===== src/dmp_pkg.sv =====
// Summary of operation
// - hours field counts 0 to 23
// - days field counts 0 to 65535
// - mode 0 counts whenever powered
// - mode 1 counts only while running
// - lock 0 blocks all other writes
// - lock 2 allows all writes; 1 reserved
// - restore 0 idle, 2-8 act, others reserved
// - restore 2-7 loads defaults, selector self-clears
// - 2-wire: first fwd, second rev
// - 3-wire: seventh selects direction, run/stop split
// - presets set 220V or 440V input voltage
// - 2,4,6 are 2-wire; 3,5,7 are 3-wire
// - value 8 erases ladder and values
// - no controller variant: no controller clear
// - fault clear 1 erases history; 0 keeps
package dmp_pkg;
  localparam logic [3:0] ADDR_HOURS = 4'h0;
  localparam logic [3:0] ADDR_DAYS = 4'h1;
  localparam logic [3:0] ADDR_TSEL = 4'h2;
  localparam logic [3:0] ADDR_LOCK = 4'h3;
  localparam logic [3:0] ADDR_RESTORE = 4'h4;
  localparam logic [3:0] ADDR_FCLR = 4'h5;
  localparam logic [3:0] ADDR_DIN_CFG = 4'h6;
  localparam logic [3:0] ADDR_VIN = 4'h7;
  localparam logic [4:0] HOURS_MAX = 5'h17;
  localparam logic [15:0] DAYS_MAX = 16'hFFFF;
  localparam logic [1:0] LOCK_ALL = 2'h0;
  localparam logic [1:0] LOCK_OPEN = 2'h2;
  localparam logic [1:0] LOCK_RST = 2'h2;
  localparam logic [3:0] RST_NONE = 4'h0;
  localparam logic [3:0] RST_2W_A = 4'h2;
  localparam logic [3:0] RST_3W_A = 4'h3;
  localparam logic [3:0] RST_2W_B = 4'h4;
  localparam logic [3:0] RST_3W_B = 4'h5;
  localparam logic [3:0] RST_2W_C = 4'h6;
  localparam logic [3:0] RST_3W_C = 4'h7;
  localparam logic [3:0] RST_PLC = 4'h8;
  localparam logic [15:0] VIN_LOW = 16'h00DC;
  localparam logic [15:0] VIN_HIGH = 16'h01B8;
  localparam real HOUR_S = 3600.0;
  localparam real CLK_NS = 10.0;
  localparam longint HOUR_CYC = longint'(HOUR_S * 1.0e9 / CLK_NS);
  // digital input function codes
  localparam logic [2:0] FN_FWD_RUN = 3'h1;
  localparam logic [2:0] FN_REV_RUN = 3'h2;
  localparam logic [2:0] FN_RUN = 3'h3;
  localparam logic [2:0] FN_STOP = 3'h4;
  localparam logic [2:0] FN_DIR = 3'h5;
  localparam logic [2:0] FN_NONE = 3'h0;
  typedef struct packed {
    logic [2:0] digital_in_first;
    logic [2:0] digital_in_second;
    logic [2:0] digital_in_seventh;
  } dmp_din_cfg_s;
  localparam dmp_din_cfg_s DIN_2W = '{FN_FWD_RUN, FN_REV_RUN, FN_NONE};
  localparam dmp_din_cfg_s DIN_3W = '{FN_RUN, FN_STOP, FN_DIR};
  typedef struct packed {
    logic [3:0] addr;
    logic [15:0] wdata;
    logic wr;
    logic rd;
  } dmp_bus_s;
  typedef enum logic [1:0] {ST_IDLE, ST_LOAD, ST_DONE} dmp_state_e;
endpackage


===== src/dmp_top.sv =====
`timescale 1ns/1ns
`default_nettype none
module dmp_top #(
  parameter longint HOUR_CYCLES = dmp_pkg::HOUR_CYC,
  parameter bit HAS_PLC = 1'b1,
  parameter bit HIGH_CLASS = 1'b0
) (
  input wire logic clk_sys,
  input wire logic srst,
  input wire logic [3:0] reg_addr,
  input wire logic [15:0] reg_wdata,
  input wire logic reg_wr,
  input wire logic reg_rd,
  output logic [15:0] reg_rdata,
  input wire logic motor_running,
  output logic [2:0] din_first_fn,
  output logic [2:0] din_second_fn,
  output logic [2:0] din_seventh_fn,
  output logic [15:0] vin_setting,
  output logic defaults_load,
  output logic plc_clear,
  output logic fault_clear
);
  if (HOUR_CYCLES < 1 ||
    HOUR_CYCLES > 64'h0001_0000_0000_0000) begin : g_bad_cycles
    $error("hour cycles out of range");
  end
  dmp_pkg::dmp_bus_s bus;
  assign bus = '{reg_addr, reg_wdata, reg_wr, reg_rd};
  logic tsel_q;
  logic [1:0] lock_q;
  logic [3:0] restore_q;
  logic fclr_q;
  dmp_pkg::dmp_din_cfg_s din_q;
  logic [15:0] vin_q;
  logic [15:0] rdata_q;
  logic dload_q;
  logic plc_q;
  logic fault_q;
  dmp_pkg::dmp_state_e st_q;
  logic [4:0] hours;
  logic [15:0] days;
  // write gating by lock setting
  wire wr_lock = bus.wr && bus.addr == dmp_pkg::ADDR_LOCK;
  wire wr_ok = bus.wr && (lock_q == dmp_pkg::LOCK_OPEN);
  wire wr_hours = wr_ok && bus.addr == dmp_pkg::ADDR_HOURS;
  wire wr_days = wr_ok && bus.addr == dmp_pkg::ADDR_DAYS;
  wire wr_tsel = wr_ok && bus.addr == dmp_pkg::ADDR_TSEL;
  wire wr_rst = wr_ok && bus.addr == dmp_pkg::ADDR_RESTORE &&
    st_q == dmp_pkg::ST_IDLE;
  wire wr_fclr = wr_ok && bus.addr == dmp_pkg::ADDR_FCLR;
  wire wr_din = wr_ok && bus.addr == dmp_pkg::ADDR_DIN_CFG;
  wire wr_vin = wr_ok && bus.addr == dmp_pkg::ADDR_VIN;
  wire lock_legal = bus.wdata == 16'(dmp_pkg::LOCK_ALL) ||
    bus.wdata == 16'(dmp_pkg::LOCK_OPEN);
  // restore selector decode
  wire sel_2w = restore_q == dmp_pkg::RST_2W_A ||
    restore_q == dmp_pkg::RST_2W_B || restore_q == dmp_pkg::RST_2W_C;
  wire sel_3w = restore_q == dmp_pkg::RST_3W_A ||
    restore_q == dmp_pkg::RST_3W_B || restore_q == dmp_pkg::RST_3W_C;
  wire sel_plc = restore_q == dmp_pkg::RST_PLC && HAS_PLC;
  wire sel_act = sel_2w || sel_3w || sel_plc;
  wire rst_legal = bus.wdata[15:4] == 12'h0 &&
    (bus.wdata[3:0] == dmp_pkg::RST_NONE ||
    (bus.wdata[3:0] >= dmp_pkg::RST_2W_A &&
    bus.wdata[3:0] <= dmp_pkg::RST_PLC));
  wire [15:0] vin_preset = HIGH_CLASS ? dmp_pkg::VIN_HIGH : dmp_pkg::VIN_LOW;
  wire meter_en = (tsel_q == 1'b0) || motor_running;
  dmp_time_meter #(
    .HOUR_CYCLES(HOUR_CYCLES)
  ) u_meter (
    .clk_sys(clk_sys),
    .srst(srst),
    .count_en(meter_en),
    .load_hours(wr_hours),
    .load_days(wr_days),
    .load_val(bus.wdata),
    .hours_q(hours),
    .days_q(days)
  );
  // read mux
  logic [15:0] rd_mux;
  always_comb begin
    case (bus.addr)
      dmp_pkg::ADDR_HOURS: rd_mux = {11'h0, hours};
      dmp_pkg::ADDR_DAYS: rd_mux = days;
      dmp_pkg::ADDR_TSEL: rd_mux = {15'h0, tsel_q};
      dmp_pkg::ADDR_LOCK: rd_mux = {14'h0, lock_q};
      dmp_pkg::ADDR_RESTORE: rd_mux = {12'h0, restore_q};
      dmp_pkg::ADDR_FCLR: rd_mux = {15'h0, fclr_q};
      dmp_pkg::ADDR_DIN_CFG: rd_mux = {7'h0, din_q};
      dmp_pkg::ADDR_VIN: rd_mux = vin_q;
      default: rd_mux = 16'h0;
    endcase
  end
  always_ff @(posedge clk_sys) begin
    if (srst) rdata_q <= 16'h0;
    else if (bus.rd) rdata_q <= rd_mux;
    else rdata_q <= 16'h0;
  end
  always_ff @(posedge clk_sys) begin
    if (srst) lock_q <= dmp_pkg::LOCK_RST;
    else if (wr_lock && lock_legal) lock_q <= bus.wdata[1:0];
  end
  always_ff @(posedge clk_sys) begin
    if (srst || st_q == dmp_pkg::ST_LOAD) tsel_q <= 1'b0;
    else if (wr_tsel) tsel_q <= bus.wdata[0];
  end
  // fault history clear pulse
  always_ff @(posedge clk_sys) begin
    if (srst) fclr_q <= 1'b0;
    else if (wr_fclr) fclr_q <= bus.wdata[0];
  end
  always_ff @(posedge clk_sys) begin
    if (srst) fault_q <= 1'b0;
    else fault_q <= wr_fclr && bus.wdata[0];
  end
  // restore sequencer
  always_ff @(posedge clk_sys) begin
    if (srst) begin
      st_q <= dmp_pkg::ST_IDLE;
    end else begin
      case (st_q)
        dmp_pkg::ST_IDLE: if (sel_act) st_q <= dmp_pkg::ST_LOAD;
        dmp_pkg::ST_LOAD: st_q <= dmp_pkg::ST_DONE;
        dmp_pkg::ST_DONE: st_q <= dmp_pkg::ST_IDLE;
        default: st_q <= dmp_pkg::ST_IDLE;
      endcase
    end
  end
  wire in_load = st_q == dmp_pkg::ST_LOAD;
  always_ff @(posedge clk_sys) begin
    if (srst || st_q == dmp_pkg::ST_DONE) restore_q <= dmp_pkg::RST_NONE;
    else if (wr_rst && rst_legal) restore_q <= bus.wdata[3:0];
    else if (st_q == dmp_pkg::ST_IDLE && !sel_act) restore_q <= dmp_pkg::RST_NONE;
  end
  always_ff @(posedge clk_sys) begin
    if (srst) din_q <= dmp_pkg::DIN_2W;
    else if (in_load && sel_2w) din_q <= dmp_pkg::DIN_2W;
    else if (in_load && sel_3w) din_q <= dmp_pkg::DIN_3W;
    else if (wr_din) din_q <= bus.wdata[8:0];
  end
  always_ff @(posedge clk_sys) begin
    if (srst) vin_q <= dmp_pkg::VIN_LOW;
    else if (in_load && (sel_2w || sel_3w)) vin_q <= vin_preset;
    else if (wr_vin) vin_q <= bus.wdata;
  end
  always_ff @(posedge clk_sys) begin
    if (srst) begin
      dload_q <= 1'b0;
      plc_q <= 1'b0;
    end else begin
      dload_q <= in_load && (sel_2w || sel_3w);
      plc_q <= in_load && sel_plc;
    end
  end
  always_ff @(posedge clk_sys) begin
    if (srst) begin
      din_first_fn <= 3'h0;
      din_second_fn <= 3'h0;
      din_seventh_fn <= 3'h0;
      vin_setting <= 16'h0;
    end else begin
      din_first_fn <= din_q.digital_in_first;
      din_second_fn <= din_q.digital_in_second;
      din_seventh_fn <= din_q.digital_in_seventh;
      vin_setting <= vin_q;
    end
  end
  assign reg_rdata = rdata_q;
  assign defaults_load = dload_q;
  assign plc_clear = plc_q;
  assign fault_clear = fault_q;
endmodule // dmp_top
`default_nettype wire


===== src/dmp_time_meter.sv =====
`timescale 1ns/1ns
`default_nettype none
module dmp_time_meter #(
  parameter longint HOUR_CYCLES = dmp_pkg::HOUR_CYC
) (
  input wire logic clk_sys,
  input wire logic srst,
  input wire logic count_en,
  input wire logic load_hours,
  input wire logic load_days,
  input wire logic [15:0] load_val,
  output logic [4:0] hours_q,
  output logic [15:0] days_q
);
  // tick counter is 48 bits wide
  if (HOUR_CYCLES < 1 ||
    HOUR_CYCLES > 64'h0001_0000_0000_0000) begin : g_bad_cycles
    $error("hour cycles out of range");
  end
  logic [47:0] tick_q;
  wire tick_end = (tick_q >= 48'(HOUR_CYCLES - 1));
  wire hour_step = count_en && tick_end;
  wire hour_wrap = (hours_q >= dmp_pkg::HOURS_MAX);
  always_ff @(posedge clk_sys) begin
    if (srst || (count_en && tick_end)) tick_q <= 48'h0;
    else if (count_en) tick_q <= tick_q + 48'h1;
  end
  always_ff @(posedge clk_sys) begin
    if (srst) hours_q <= 5'h0;
    else if (load_hours) hours_q <= (load_val > 16'(dmp_pkg::HOURS_MAX)) ?
      dmp_pkg::HOURS_MAX : load_val[4:0];
    else if (hour_step) hours_q <= hour_wrap ? 5'h0 : hours_q + 5'h1;
  end
  always_ff @(posedge clk_sys) begin
    if (srst) days_q <= 16'h0;
    else if (load_days) days_q <= load_val;
    else if (hour_step && hour_wrap && days_q != dmp_pkg::DAYS_MAX)
      days_q <= days_q + 16'h1;
  end
endmodule // dmp_time_meter
`default_nettype wire


===== config.mk =====
export PLATFORM = sky130hd
export DESIGN_NAME = dmp_top
export DESIGN_NICKNAME = d
export VERILOG_FILES = /design/src/dmp_pkg.sv /design/src/dmp_top.sv /design/src/dmp_time_meter.sv
export SDC_FILE = /design/constraint.sdc
export NUM_CORES = 1
export LEC_CHECK = 0
export ABC_CLOCK_PERIOD_IN_PS = 3100
export BUFFER_PORTS_ARGS = -buffer_cell sky130_fd_sc_hd__clkbuf_2
export CAP_MARGIN = 20
export CELL_PAD_IN_SITES_DETAIL_PLACEMENT = 1
export CELL_PAD_IN_SITES_GLOBAL_PLACEMENT = 2
export CORE_ASPECT_RATIO = 1.4
export CORE_MARGIN = 1.5
export CORE_UTILIZATION = 36
export DETAILED_ROUTE_END_ITERATION = 7
export PLACE_DENSITY_LB_ADDON = 0.12
export RECOVER_POWER = 50
export SLEW_MARGIN = 25
export SYNTH_ARGS = -nofsm -noshare
export SYNTH_HDL_FRONTEND = slang
export SYNTH_SLANG_ARGS = --single-unit
export TNS_END_PERCENT = 30

===== constraint.sdc =====
create_clock -name clk_sys -period 3.1 [get_ports clk_sys]
set_clock_uncertainty 0.05 [all_clocks]
set_input_delay 0.155 -clock clk_sys [delete_from_list [all_inputs] [get_ports clk_sys]]
set_output_delay 0.155 -clock clk_sys [all_outputs]
set_load 0.02 [all_outputs]

==> metrics.txt, run 1 <==
FFs w/ async S/R, synth 0%; WP buf/inv 0; die footprint 18,300 um^2; Initial DRC Count between 200 and 300; Std-Cell Core Area 17,300 um^2; Worst slew margin between 3 and 4%; number of CTS-inserted buffers 17; Die H roughly 160 um; GRT Util Overall 21.3%; area leader, netlist dfxtp_1; DR WL/cell 17.4 um; Synth top area share between 40% and 50%; Antenna Nets Post-Route 0; Initial Util 36.5%; RD Place Congestion between 0.8 and 0.9; RSZ-0062 raised after global routing no; R2R depth 9; Slew Limit Fails 0; first-pass GRT wire length 30,300 um; Clock Latency Late Sink 0.42 ns; Hold EP vin_q[1]$_SDFFE_PP0P_; Initial DRT Pass Iterations 5; PortBufs 68; Fillers between 2,000 and 2,500; Leak roughly 2.6 nW; diode count 0; setup TNS 0 ns; Max FO, Critical Path 5; Critical Path AT between 3 and 4 ns; global routing's busiest layer met2; syn_area_per_cell 8.74 um^2; grt met3 use under 10%; max_cap viols 0; Max Freq 359 MHz; R2R Setup Slk just over 0.3 ns; Syn Inst Count 720; die width 115 um; prevailing post-synth register cell dfxtp_1; vias in the first global route approximately 5,700; Hold Path Stages 3; r2r endpoint u_meter.tick_q[44]$_SDFFE_PP0P_; initial antenna violation count 0; most instantiated cells after synthesis dfxtp_1 (148), nor2_1 (99), nand2_1 (91); Top delay family on crit path simple AND/OR/NAND/NOR gates; CTS tree done; Synth area leaders dfxtp_1 (47%), nor2_1 (5.9%), nand2_1 (5.4%), xnor2_1 (3.6%), xor2_1 (3.5%); syn nets 748; final setup fails 0; Hold Crit Class input port to flop; Yosys warnings 0; pin count of the biggest net entering global routing a little under 50; CTS sink count 148; crit path time final about 2.8 ns; pwr/cell area 545 nW/um^2; Worst path max stage delay 0.58 ns; critical path's slowest cell or4_1; status completed; Crit Path Category flop to flop; Post-DP HPWL 13,200 um; grt ovf 0; Worst-path clk slew 0.06 ns; crit path launch type flop; Netlist cell types 63; I/O pins 69; worst-path cell chain ha_1, nand4_1, or4_1, nor3_2, and4_1, and3_1, nand3_1, xor2_1, nor2_1; EDFF count, synth 0; final worst-path cycle share ~90%; via count 5,442; FF+latch count, synth 148; area grow syn2layout 19.8%; Clock Tree Root clkbuf_16; post-CTS setup buffer count 0; final core utilization 43.7%; # resized after CTS 0; clock buffer depth 2; Hold Buf Count CTS 12; met2 track demand over resource 37.2%; HP Start reg_wdata[1]; H-tree lvl count 4; worst vdd rail ir drop 0.321 mV; num rows 57; slew of the pin with the lowest slew margin 1.45 ns; met1 Track Usage GR 26.1%; most common cell in the netlist dfxtp_1; DR DRC count 0; Layout Nets 828; Via density 5.19; WL final roughly 18,000 um; worst path required time ~3.3 ns; mapped cell area about 6300 um^2; layout cells sized above 1 between 10 and 15%; startpoint of the worst-slack reg-to-reg timing path u_meter.tick_q[0]$_SDFFE_PP0P_; CP Capture Type flop; Fin. Hold Viols 0; Seq/Total Area, Yosys between 40% and 50%
logic make-up (layout without fill, tap and decap cells):
| group | after synthesis | in the layout | share of synthesized area (%) |
|---|---|---|---|
| simple gates | 346 | 346 | 28.4 |
| flops | 148 | 148 | 47.1 |
| compound gates | 117 | 117 | 12.6 |
| xor+xnor | 51 | 51 | 7.10 |
| buf+inv | 48 | 141 | 3.02 |
| mux | 7 | 7 | 1.13 |
| fa+ha+maj | 3 | 3 | 0.597 |
worst reg2reg max path, delay by kind of cell, from the launching register on:
family	cells	cell delay [ns]
flops	1	0.37
simple gates	7	1.90
fa+ha+maj	1	0.21
xor+xnor	1	0.14
report_power, final:
| group | leakage (nW) | switching (mW) | total (mW) | internal (mW) |
|---|---|---|---|---|
| Sequential | 1.20 | 0.0181 | 1.94 | 1.92 |
| Clock | 0.269 | 0.812 | 1.99 | 1.18 |
| Combinational | 1.14 | 0.117 | 0.175 | 0.0581 |
stage by stage:
stage | cells | power, mW | hold slack [ns] | instance area [um^2] | setup slack (ns)
floorplan | 720 | 2.07 | 0.223 | 6290 | 0.596
global placement | 1005 | 2.15 | 0.378 | 6910 | 0.372
detailed placement | 1005 | 2.15 | 0.391 | 6910 | 0.301
CTS | 1049 | 4.17 | 0.0484 | 7600 | 0.287
global route | 1049 | 4.27 | 0.0581 | 7540 | 0.171
finish | 1049 | 4.11 | 0.0548 | 7540 | 0.311
how the worst max path moves through the flow:
stage	start	to	slack (ns)	depth (start not counted)
5_1_grt	u_meter.tick_q[0]$_SDFFE_PP0P_	u_meter.tick_q[44]$_SDFFE_PP0P_	0.17	9
2_1_floorplan	u_meter.tick_q[0]$_SDFFE_PP0P_	u_meter.tick_q[44]$_SDFFE_PP0P_	0.60	10
3_3_place_gp	u_meter.tick_q[0]$_SDFFE_PP0P_	u_meter.tick_q[44]$_SDFFE_PP0P_	0.37	9
3_5_place_dp	u_meter.tick_q[0]$_SDFFE_PP0P_	u_meter.tick_q[44]$_SDFFE_PP0P_	0.30	9
4_1_cts	u_meter.tick_q[0]$_SDFFE_PP0P_	u_meter.tick_q[44]$_SDFFE_PP0P_	0.29	9
6_report	u_meter.tick_q[0]$_SDFFE_PP0P_	u_meter.tick_q[44]$_SDFFE_PP0P_	0.31	9
metal layers:
metal	wire length [um]	vias to the layer above	share of wire, %
li1	-	2675	-
met1	8030	2647	44
met2	9300	97	51
met3	631	23	3.4
met4	340	0	1.9
met5	0	-	0
registers in the layout, summed over array words and instances, names as in the netlist, 2 cells and up:
register	cells
u_meter.tick_q	48
din_q	9
reg_rdata	16
din_second_fn	3
din_seventh_fn	3
lock_q	2
vin_q	16
st_q	2
din_first_fn	3
u_meter.hours_q	5
u_meter.days_q	16
restore_q	4
vin_setting	16
layout make-up:
cell class	instances	area, um^2	area share [%]
Timing Repair Buffer	95	513	6.81
Inverter	14	52.6	0.697
Multi-Input combinational cell	524	3140	41.7
Clock buffer	19	433	5.74
Clock inverter	13	136	1.81
Tap cell	236	295	3.92
Sequential cell	148	2960	39.3
placed cells by master (no fill, tap or decap), types with 5 or more instances in the layout:
master         count
nor4_1             6
a211oi_1          15
clkbuf_2          23
and4_1             6
nor3_1            12
o211ai_1           6
buf_4             14
xnor2_1           26
a21oi_1           36
dfxtp_1          148
xor2_1            25
clkbuf_16         17
o21ai_0            5
and3_1            11
nand2_1           91
clkbuf_1          48
nand2b_1           6
inv_1             14
mux2i_1            6
nand3_1           32
a31oi_1           13
a222oi_1           5
nor2b_1           31
nor3_2             8
nor2_1            99
a22oi_1           15
nand4_1           11
dlygate4sd3_1     12
(Power assumes the default switching activity.)
==> run 2, diff against run 1 <==
Settings changed: GPL_TIMING_DRIVEN set to 0.
==> metrics.txt, run 2 (synthesized netlist as in run 1, its figures left out) <==
PortBufs 65 (was 68); r2r endpoint u_meter.tick_q[44]$_SDFFE_PP0P_ (unchanged); RSZ-0062 raised after global routing no (unchanged); RD Place Congestion 0.837 (was 0.853); CP Capture Type flop (unchanged); WL final 18,700 um (was 18,300 um); Post-DP HPWL 14,100 um (was 13,200 um); Std-Cell Core Area 17,300 um^2 (unchanged); grt ovf 0 (unchanged); die width 115 um (unchanged); commonest non-fill, non-tap cell in the layout dfxtp_1 (unchanged); Post-Layout Cell Count 1,063 (was 1,049); Clock Latency Late Sink 0.43 ns (was 0.42 ns); R2R depth 10 (was 9); Antenna Nets Post-Route 0 (unchanged); worst path required time 3.35 ns (was 3.34 ns); vias in the first global route 5,883 (was 5,670); via count 5,464 (was 5,442); area grow syn2layout 21.1% (was 19.8%); Crit Path Category flop to flop (unchanged); Initial DRC Count 221 (was 287); initial antenna violation count 0 (unchanged); layout cells sized above 1 9.92% (was 11.6%); final setup fails 0 (unchanged); Biggest register u_meter.tick_q (unchanged); fin worst setup slack 0.238 ns (was 0.311 ns); final worst-path cycle share 92.3% (was 90.0%); Critical Path AT 3.11 ns (was 3.03 ns); hold_ws 0.0240 ns (was 0.0548 ns); first-pass GRT wire length 30,600 um (was 30,300 um); die footprint 18,300 um^2 (unchanged); HP Start reg_wdata[4] (was reg_wdata[1]); placed cells 1,021 (was 1,005); Clock Tree Root clkbuf_16 (unchanged); most frequent cells in the layout dfxtp_1 (148), nor2_1 (99), nand2_1 (91) (unchanged); R2R Setup Slk 0.24 ns (was 0.31 ns); Max Freq 349 MHz (was 359 MHz); Fillers 2,113 (was 2,091); Die H 159 um (unchanged); DR WL/cell 17.6 um (was 17.4 um); Hold Path Stages 3 (unchanged); grt met3 use 3.92% (was 4.11%); Worst slew margin 20.1% (was 3.09%); pin count of the biggest net entering global routing 17 (was 49); num rows 57 (unchanged); Layout Nets 842 (was 828); crit path launch type flop (unchanged); Initial Util 36.5% (unchanged); post-CTS setup buffer count 0 (unchanged); Hold Crit Class input port to flop (unchanged); status completed (unchanged); startpoint of the worst-slack reg-to-reg timing path u_meter.tick_q[0]$_SDFFE_PP0P_ (unchanged); CTS sink count 148 (unchanged); Max FO, Critical Path 6 (was 5); Slew Limit Fails 0 (unchanged); GRT Util Overall 21.7% (was 21.3%); worst vdd rail ir drop 0.355 mV (was 0.321 mV); met2 track demand over resource 38.3% (was 37.2%); Initial DRT Pass Iterations 4 (was 5); Worst-path clk slew 0.06 ns (about the same); met1 Track Usage GR 25.9% (was 26.1%); crit path time final 2.86 ns (was 2.79 ns); clock buffer depth 2 (unchanged); Reg area 2960 um^2 (unchanged); DR DRC count 0 (unchanged); global routing's busiest layer met2 (unchanged); CTS tree done (unchanged); Leak 2.61 nW (about the same); pwr/cell area 569 nW/um^2 (was 545 nW/um^2); max reg flops 48 (unchanged); worst slack at placement -0.0303 ns (was 0.301 ns); Via density 5.14 (was 5.19); setup TNS 0 ns (unchanged); I/O pins 69 (unchanged); max_cap viols 0 (unchanged); Fin. Hold Viols 0 (unchanged); slew of the pin with the lowest slew margin 1.19 ns (was 1.45 ns); final core utilization 44.2% (was 43.7%); H-tree lvl count 4 (unchanged); Multi-input gate area 3160 um^2 (was 3140 um^2); diode count 0 (unchanged); number of CTS-inserted buffers 17 (unchanged); Hold EP vin_q[4]$_SDFFE_PP1P_ (was vin_q[1]$_SDFFE_PP0P_)
==> run 2: cell types whose count changed in the layout (fill, tap and decap cells not counted), moves of 2 or more <==
cell | before | now
clkbuf_1 | 48 | 78
buf_4 | 14 | 0
clkbuf_2 | 23 | 19
clkinv_2 | 4 | 0
buf_2 | 0 | 2
bufinv_16 | 2 | 4
clkbuf_8 | 0 | 2
==> run 2: routing by layer <==
layer / part of all wire (%) / vias up
met1: 44 / 2648
li1: - / 2707
met3: 2.6 / 20
met4: 1.9 / 0
met5: 0 / -
met2: 52 / 89
==> run 2: metrics by stage <==
| step | total power [mW] | area (um^2) |
|---|---|---|
| floorplan | 2.07 | 6290 |
| global placement | 2.15 | 6910 |
| detailed placement | 2.16 | 6920 |
| CTS | 4.39 | 7670 |
| global route | 4.49 | 7620 |
| finish | 4.34 | 7620 |
==> run 2: worst max path at each step <==
stage,startpoint,to,slack (ns),cells past startpoint
after floorplan,u_meter.tick_q[0]$_SDFFE_PP0P_,u_meter.tick_q[44]$_SDFFE_PP0P_,0.60,10
after global placement,tsel_q$_SDFFE_PP0P_,u_meter.tick_q[45]$_SDFFE_PP0P_,0.1,10
after detailed placement,tsel_q$_SDFFE_PP0P_,u_meter.tick_q[45]$_SDFFE_PP0P_,-0.03,10
after CTS,u_meter.tick_q[0]$_SDFFE_PP0P_,u_meter.tick_q[44]$_SDFFE_PP0P_,0.07,10
after global routing,u_meter.tick_q[0]$_SDFFE_PP0P_,u_meter.tick_q[44]$_SDFFE_PP0P_,0.002,10
final,u_meter.tick_q[0]$_SDFFE_PP0P_,u_meter.tick_q[44]$_SDFFE_PP0P_,0.24,10
==> run 2: final cells by class <==
cell class                 count  area share [%]
tap                          236            3.87
clock buffer                  21            6.04
sequential                   148            38.9
multi-input combinational    524            41.5
clock inverter                11            2.31
inverter                      14           0.690
buffer                        33            1.76
timing repair buffer          76            4.96
==> run 2: report_power, final <==
part	switching, mW	internal (mW)
combinational	0.119	0.0568
sequential	0.0192	1.92
clock	0.826	1.39
==> run 2: timing repair <==
item,CTS,global route
endpoints found under the hold margin,20,0
hold buffers,11,0
setup endpoints to repair,2,22
resized for setup,1,3
==> run 2: critical path: stages (launching register included) <==
cell and delay, ns:
dfxtp_1 0.37, ha_1 0.21, nand4_1 0.20, or4_1 0.63, nor3_4 0.30, and4_1 0.23, buf_2 0.17, and3_2 0.26
nand3_1 0.11, xor2_1 0.15, nor2_1 0.05
==> run 3, diff against run 2 <==
Settings changed: CORE_ASPECT_RATIO 1.4 to 1.5.
==> metrics.txt, run 3 (synthesized netlist as in run 1, its figures left out) <==
final worst-path cycle share 94.3% (was 92.3%); Std-Cell Core Area 17,200 um^2 (was 17,300 um^2); grt ovf 0 (unchanged); die footprint 18,300 um^2 (about the same); HP Start reg_wdata[3] (was reg_wdata[4]); area grow syn2layout 21.1% (about the same); worst path required time 3.35 ns (about the same); Via density 5.32 (was 5.14); RSZ-0062 raised after global routing no (unchanged); RD Place Congestion 0.788 (was 0.837); max_cap viols 0 (unchanged); post-CTS setup buffer count 0 (unchanged); Max FO, Critical Path 6 (unchanged); Initial Util 36.6% (was 36.5%); Initial DRC Count 262 (was 221); Crit Path Category flop to flop (unchanged); GRT Util Overall 21.6% (was 21.7%); r2r endpoint u_meter.tick_q[44]$_SDFFE_PP0P_ (unchanged); startpoint of the worst-slack reg-to-reg timing path u_meter.tick_q[0]$_SDFFE_PP0P_ (unchanged); num rows 59 (was 57); worst-path cell chain ha_1, nand4_1, or4_1, nor3_4, and4_1, buf_2, and3_2, nand3_1, xor2_1, nor2_1 (unchanged); PortBufs 65 (unchanged); via count 5,534 (was 5,464); hold_ws 0.0443 ns (was 0.0240 ns); H-tree lvl count 4 (unchanged); Worst path max stage delay 0.63 ns (about the same); R2R depth 10 (unchanged); Layout Nets 844 (was 842); Max Freq 342 MHz (was 349 MHz); Critical Path AT 3.17 ns (was 3.11 ns); Biggest register u_meter.tick_q (unchanged); commonest non-fill, non-tap cell in the layout dfxtp_1 (unchanged); diode count 0 (unchanged); Leak 2.63 nW (was 2.61 nW); Initial DRT Pass Iterations 4 (unchanged); clock buffer depth 2 (unchanged); vias in the first global route 5,781 (was 5,883); Post-Layout Cell Count 1,041 (was 1,063); Pwr Total 4.41 mW (was 4.34 mW); CTS tree done (unchanged); crit path launch type flop (unchanged); pin count of the biggest net entering global routing 17 (unchanged); Clock Latency Late Sink 0.43 ns (about the same); Hold EP restore_q[3]$_SDFFE_PP0P_ (was vin_q[4]$_SDFFE_PP1P_); placed cells 998 (was 1,021); DR WL/cell 18.3 um (was 17.6 um); Hold Crit Class input port to flop (unchanged); WP buf/inv 1 (unchanged); max reg flops 48 (unchanged); die width 111 um (was 115 um); Antenna Nets Post-Route 0 (unchanged); Post-DP HPWL 14,200 um (was 14,100 um); first-pass GRT wire length 30,900 um (was 30,600 um); critical path's slowest cell or4_1 (unchanged); most frequent cells in the layout dfxtp_1 (148), nor2_1 (99), nand2_1 (91) (unchanged); Worst-path clk slew 0.06 ns (about the same); number of CTS-inserted buffers 17 (unchanged); Worst slew margin 12.7% (was 20.1%); Die H 165 um (was 159 um); Critical Path Stages 10 (unchanged); Fin. Hold Viols 0 (unchanged); WL final 19,100 um (was 18,700 um); slew of the pin with the lowest slew margin 1.30 ns (was 1.19 ns); Clock Tree Root clkbuf_16 (unchanged); CP Capture Type flop (unchanged); I/O pins 69 (unchanged); worst vdd rail ir drop 0.332 mV (was 0.355 mV); final setup fails 0 (unchanged); status completed (unchanged); Top delay family on crit path simple AND/OR/NAND/NOR gates (unchanged); CTS sink count 148 (unchanged); Slew Limit Fails 0 (unchanged); layout cells sized above 1 9.90% (was 9.92%); initial antenna violation count 0 (unchanged); crit path time final 2.92 ns (was 2.86 ns); Hold Path Stages 3 (unchanged); DR DRC count 0 (unchanged); R2R Setup Slk 0.18 ns (was 0.24 ns); pwr/cell area 579 nW/um^2 (was 569 nW/um^2)
-- run 3: changes by cell type in the layout (fill, tap and decap cells not counted) --
cell / before / now
clkbuf_8: 2 / 1
and2_0: 1 / 0
and2_1: 2 / 3
clkinv_2: 0 / 1
dlygate4sd3_1: 11 / 12
clkinvlp_4: 4 / 3
clkinv_4: 3 / 2
inv_6: 0 / 1
bufinv_16: 4 / 5
-- run 3: worst max-delay path by stage --
stage	from	end	slack, ns
3_3_place_gp	tsel_q$_SDFFE_PP0P_	u_meter.tick_q[45]$_SDFFE_PP0P_	0.03
4_1_cts	u_meter.tick_q[0]$_SDFFE_PP0P_	u_meter.tick_q[44]$_SDFFE_PP0P_	0.001
2_1_floorplan	u_meter.tick_q[0]$_SDFFE_PP0P_	u_meter.tick_q[44]$_SDFFE_PP0P_	0.60
3_5_place_dp	tsel_q$_SDFFE_PP0P_	u_meter.tick_q[45]$_SDFFE_PP0P_	-0.08
5_1_grt	u_meter.tick_q[0]$_SDFFE_PP0P_	u_meter.tick_q[44]$_SDFFE_PP0P_	0.005
6_report	u_meter.tick_q[0]$_SDFFE_PP0P_	u_meter.tick_q[44]$_SDFFE_PP0P_	0.18
-- run 3: what timing repair did --
item	CTS	global route
cloned	0	0
hold buffers	12	0
hold endpoints to repair	18	0
setup endpoints to repair	9	8
gates resized for setup	2	3
-- run 3: worst register-to-register path, delay by kind of cell, from the launching register on --
family,cells,cell delay (ns)
XOR/XNOR,1,0.16
adder cells (fa/ha/maj),1,0.21
buffers and inverters,1,0.19
flip-flops,1,0.37
AND/OR/NAND/NOR,7,1.82
-- run 3: through the flow --
| stage | worst slack, ns | util (%) | setup TNS [ns] | area (um^2) |
|---|---|---|---|---|
| 2_1_floorplan | 0.596 | - | 0 | 6290 |
| 3_3_place_gp | 0.0257 | 40.0 | 0 | 6880 |
| 3_5_place_dp | -0.0828 | 40.0 | -0.217 | 6890 |
| 4_1_cts | 0.000975 | 44.5 | 0 | 7660 |
| 5_1_grt | 0.00451 | 44.3 | 0 | 7620 |
| 6_report | 0.177 | 44.3 | 0 | 7620 |
-- run 3: cell type report --
cell class	instances	area, um^2
fillers	2104	9580
multi-input cells	524	3160
flip-flops and latches	148	2960
clock buffers	19	443
repair buffers	77	387
well taps	213	267
clock inverters	12	204
plain buffers	34	139
inverters	14	52.6
-- run 3: layer usage --
layer | wire length, um | track usage, % | part of all wire, %
met1 | 8140 | 25.3 | 43
met2 | 9680 | 38.2 | 51
met3 | 628 | 4.00 | 3.3
met4 | 623 | 9.91 | 3.3
met5 | 0 | 0 | 0
-- run 3: power by group --
part / total [mW] / internal (mW) / switching, mW
combinational: 0.179 / 0.0580 / 0.121
sequential: 1.94 / 1.92 / 0.0190
clock: 2.29 / 1.45 / 0.839
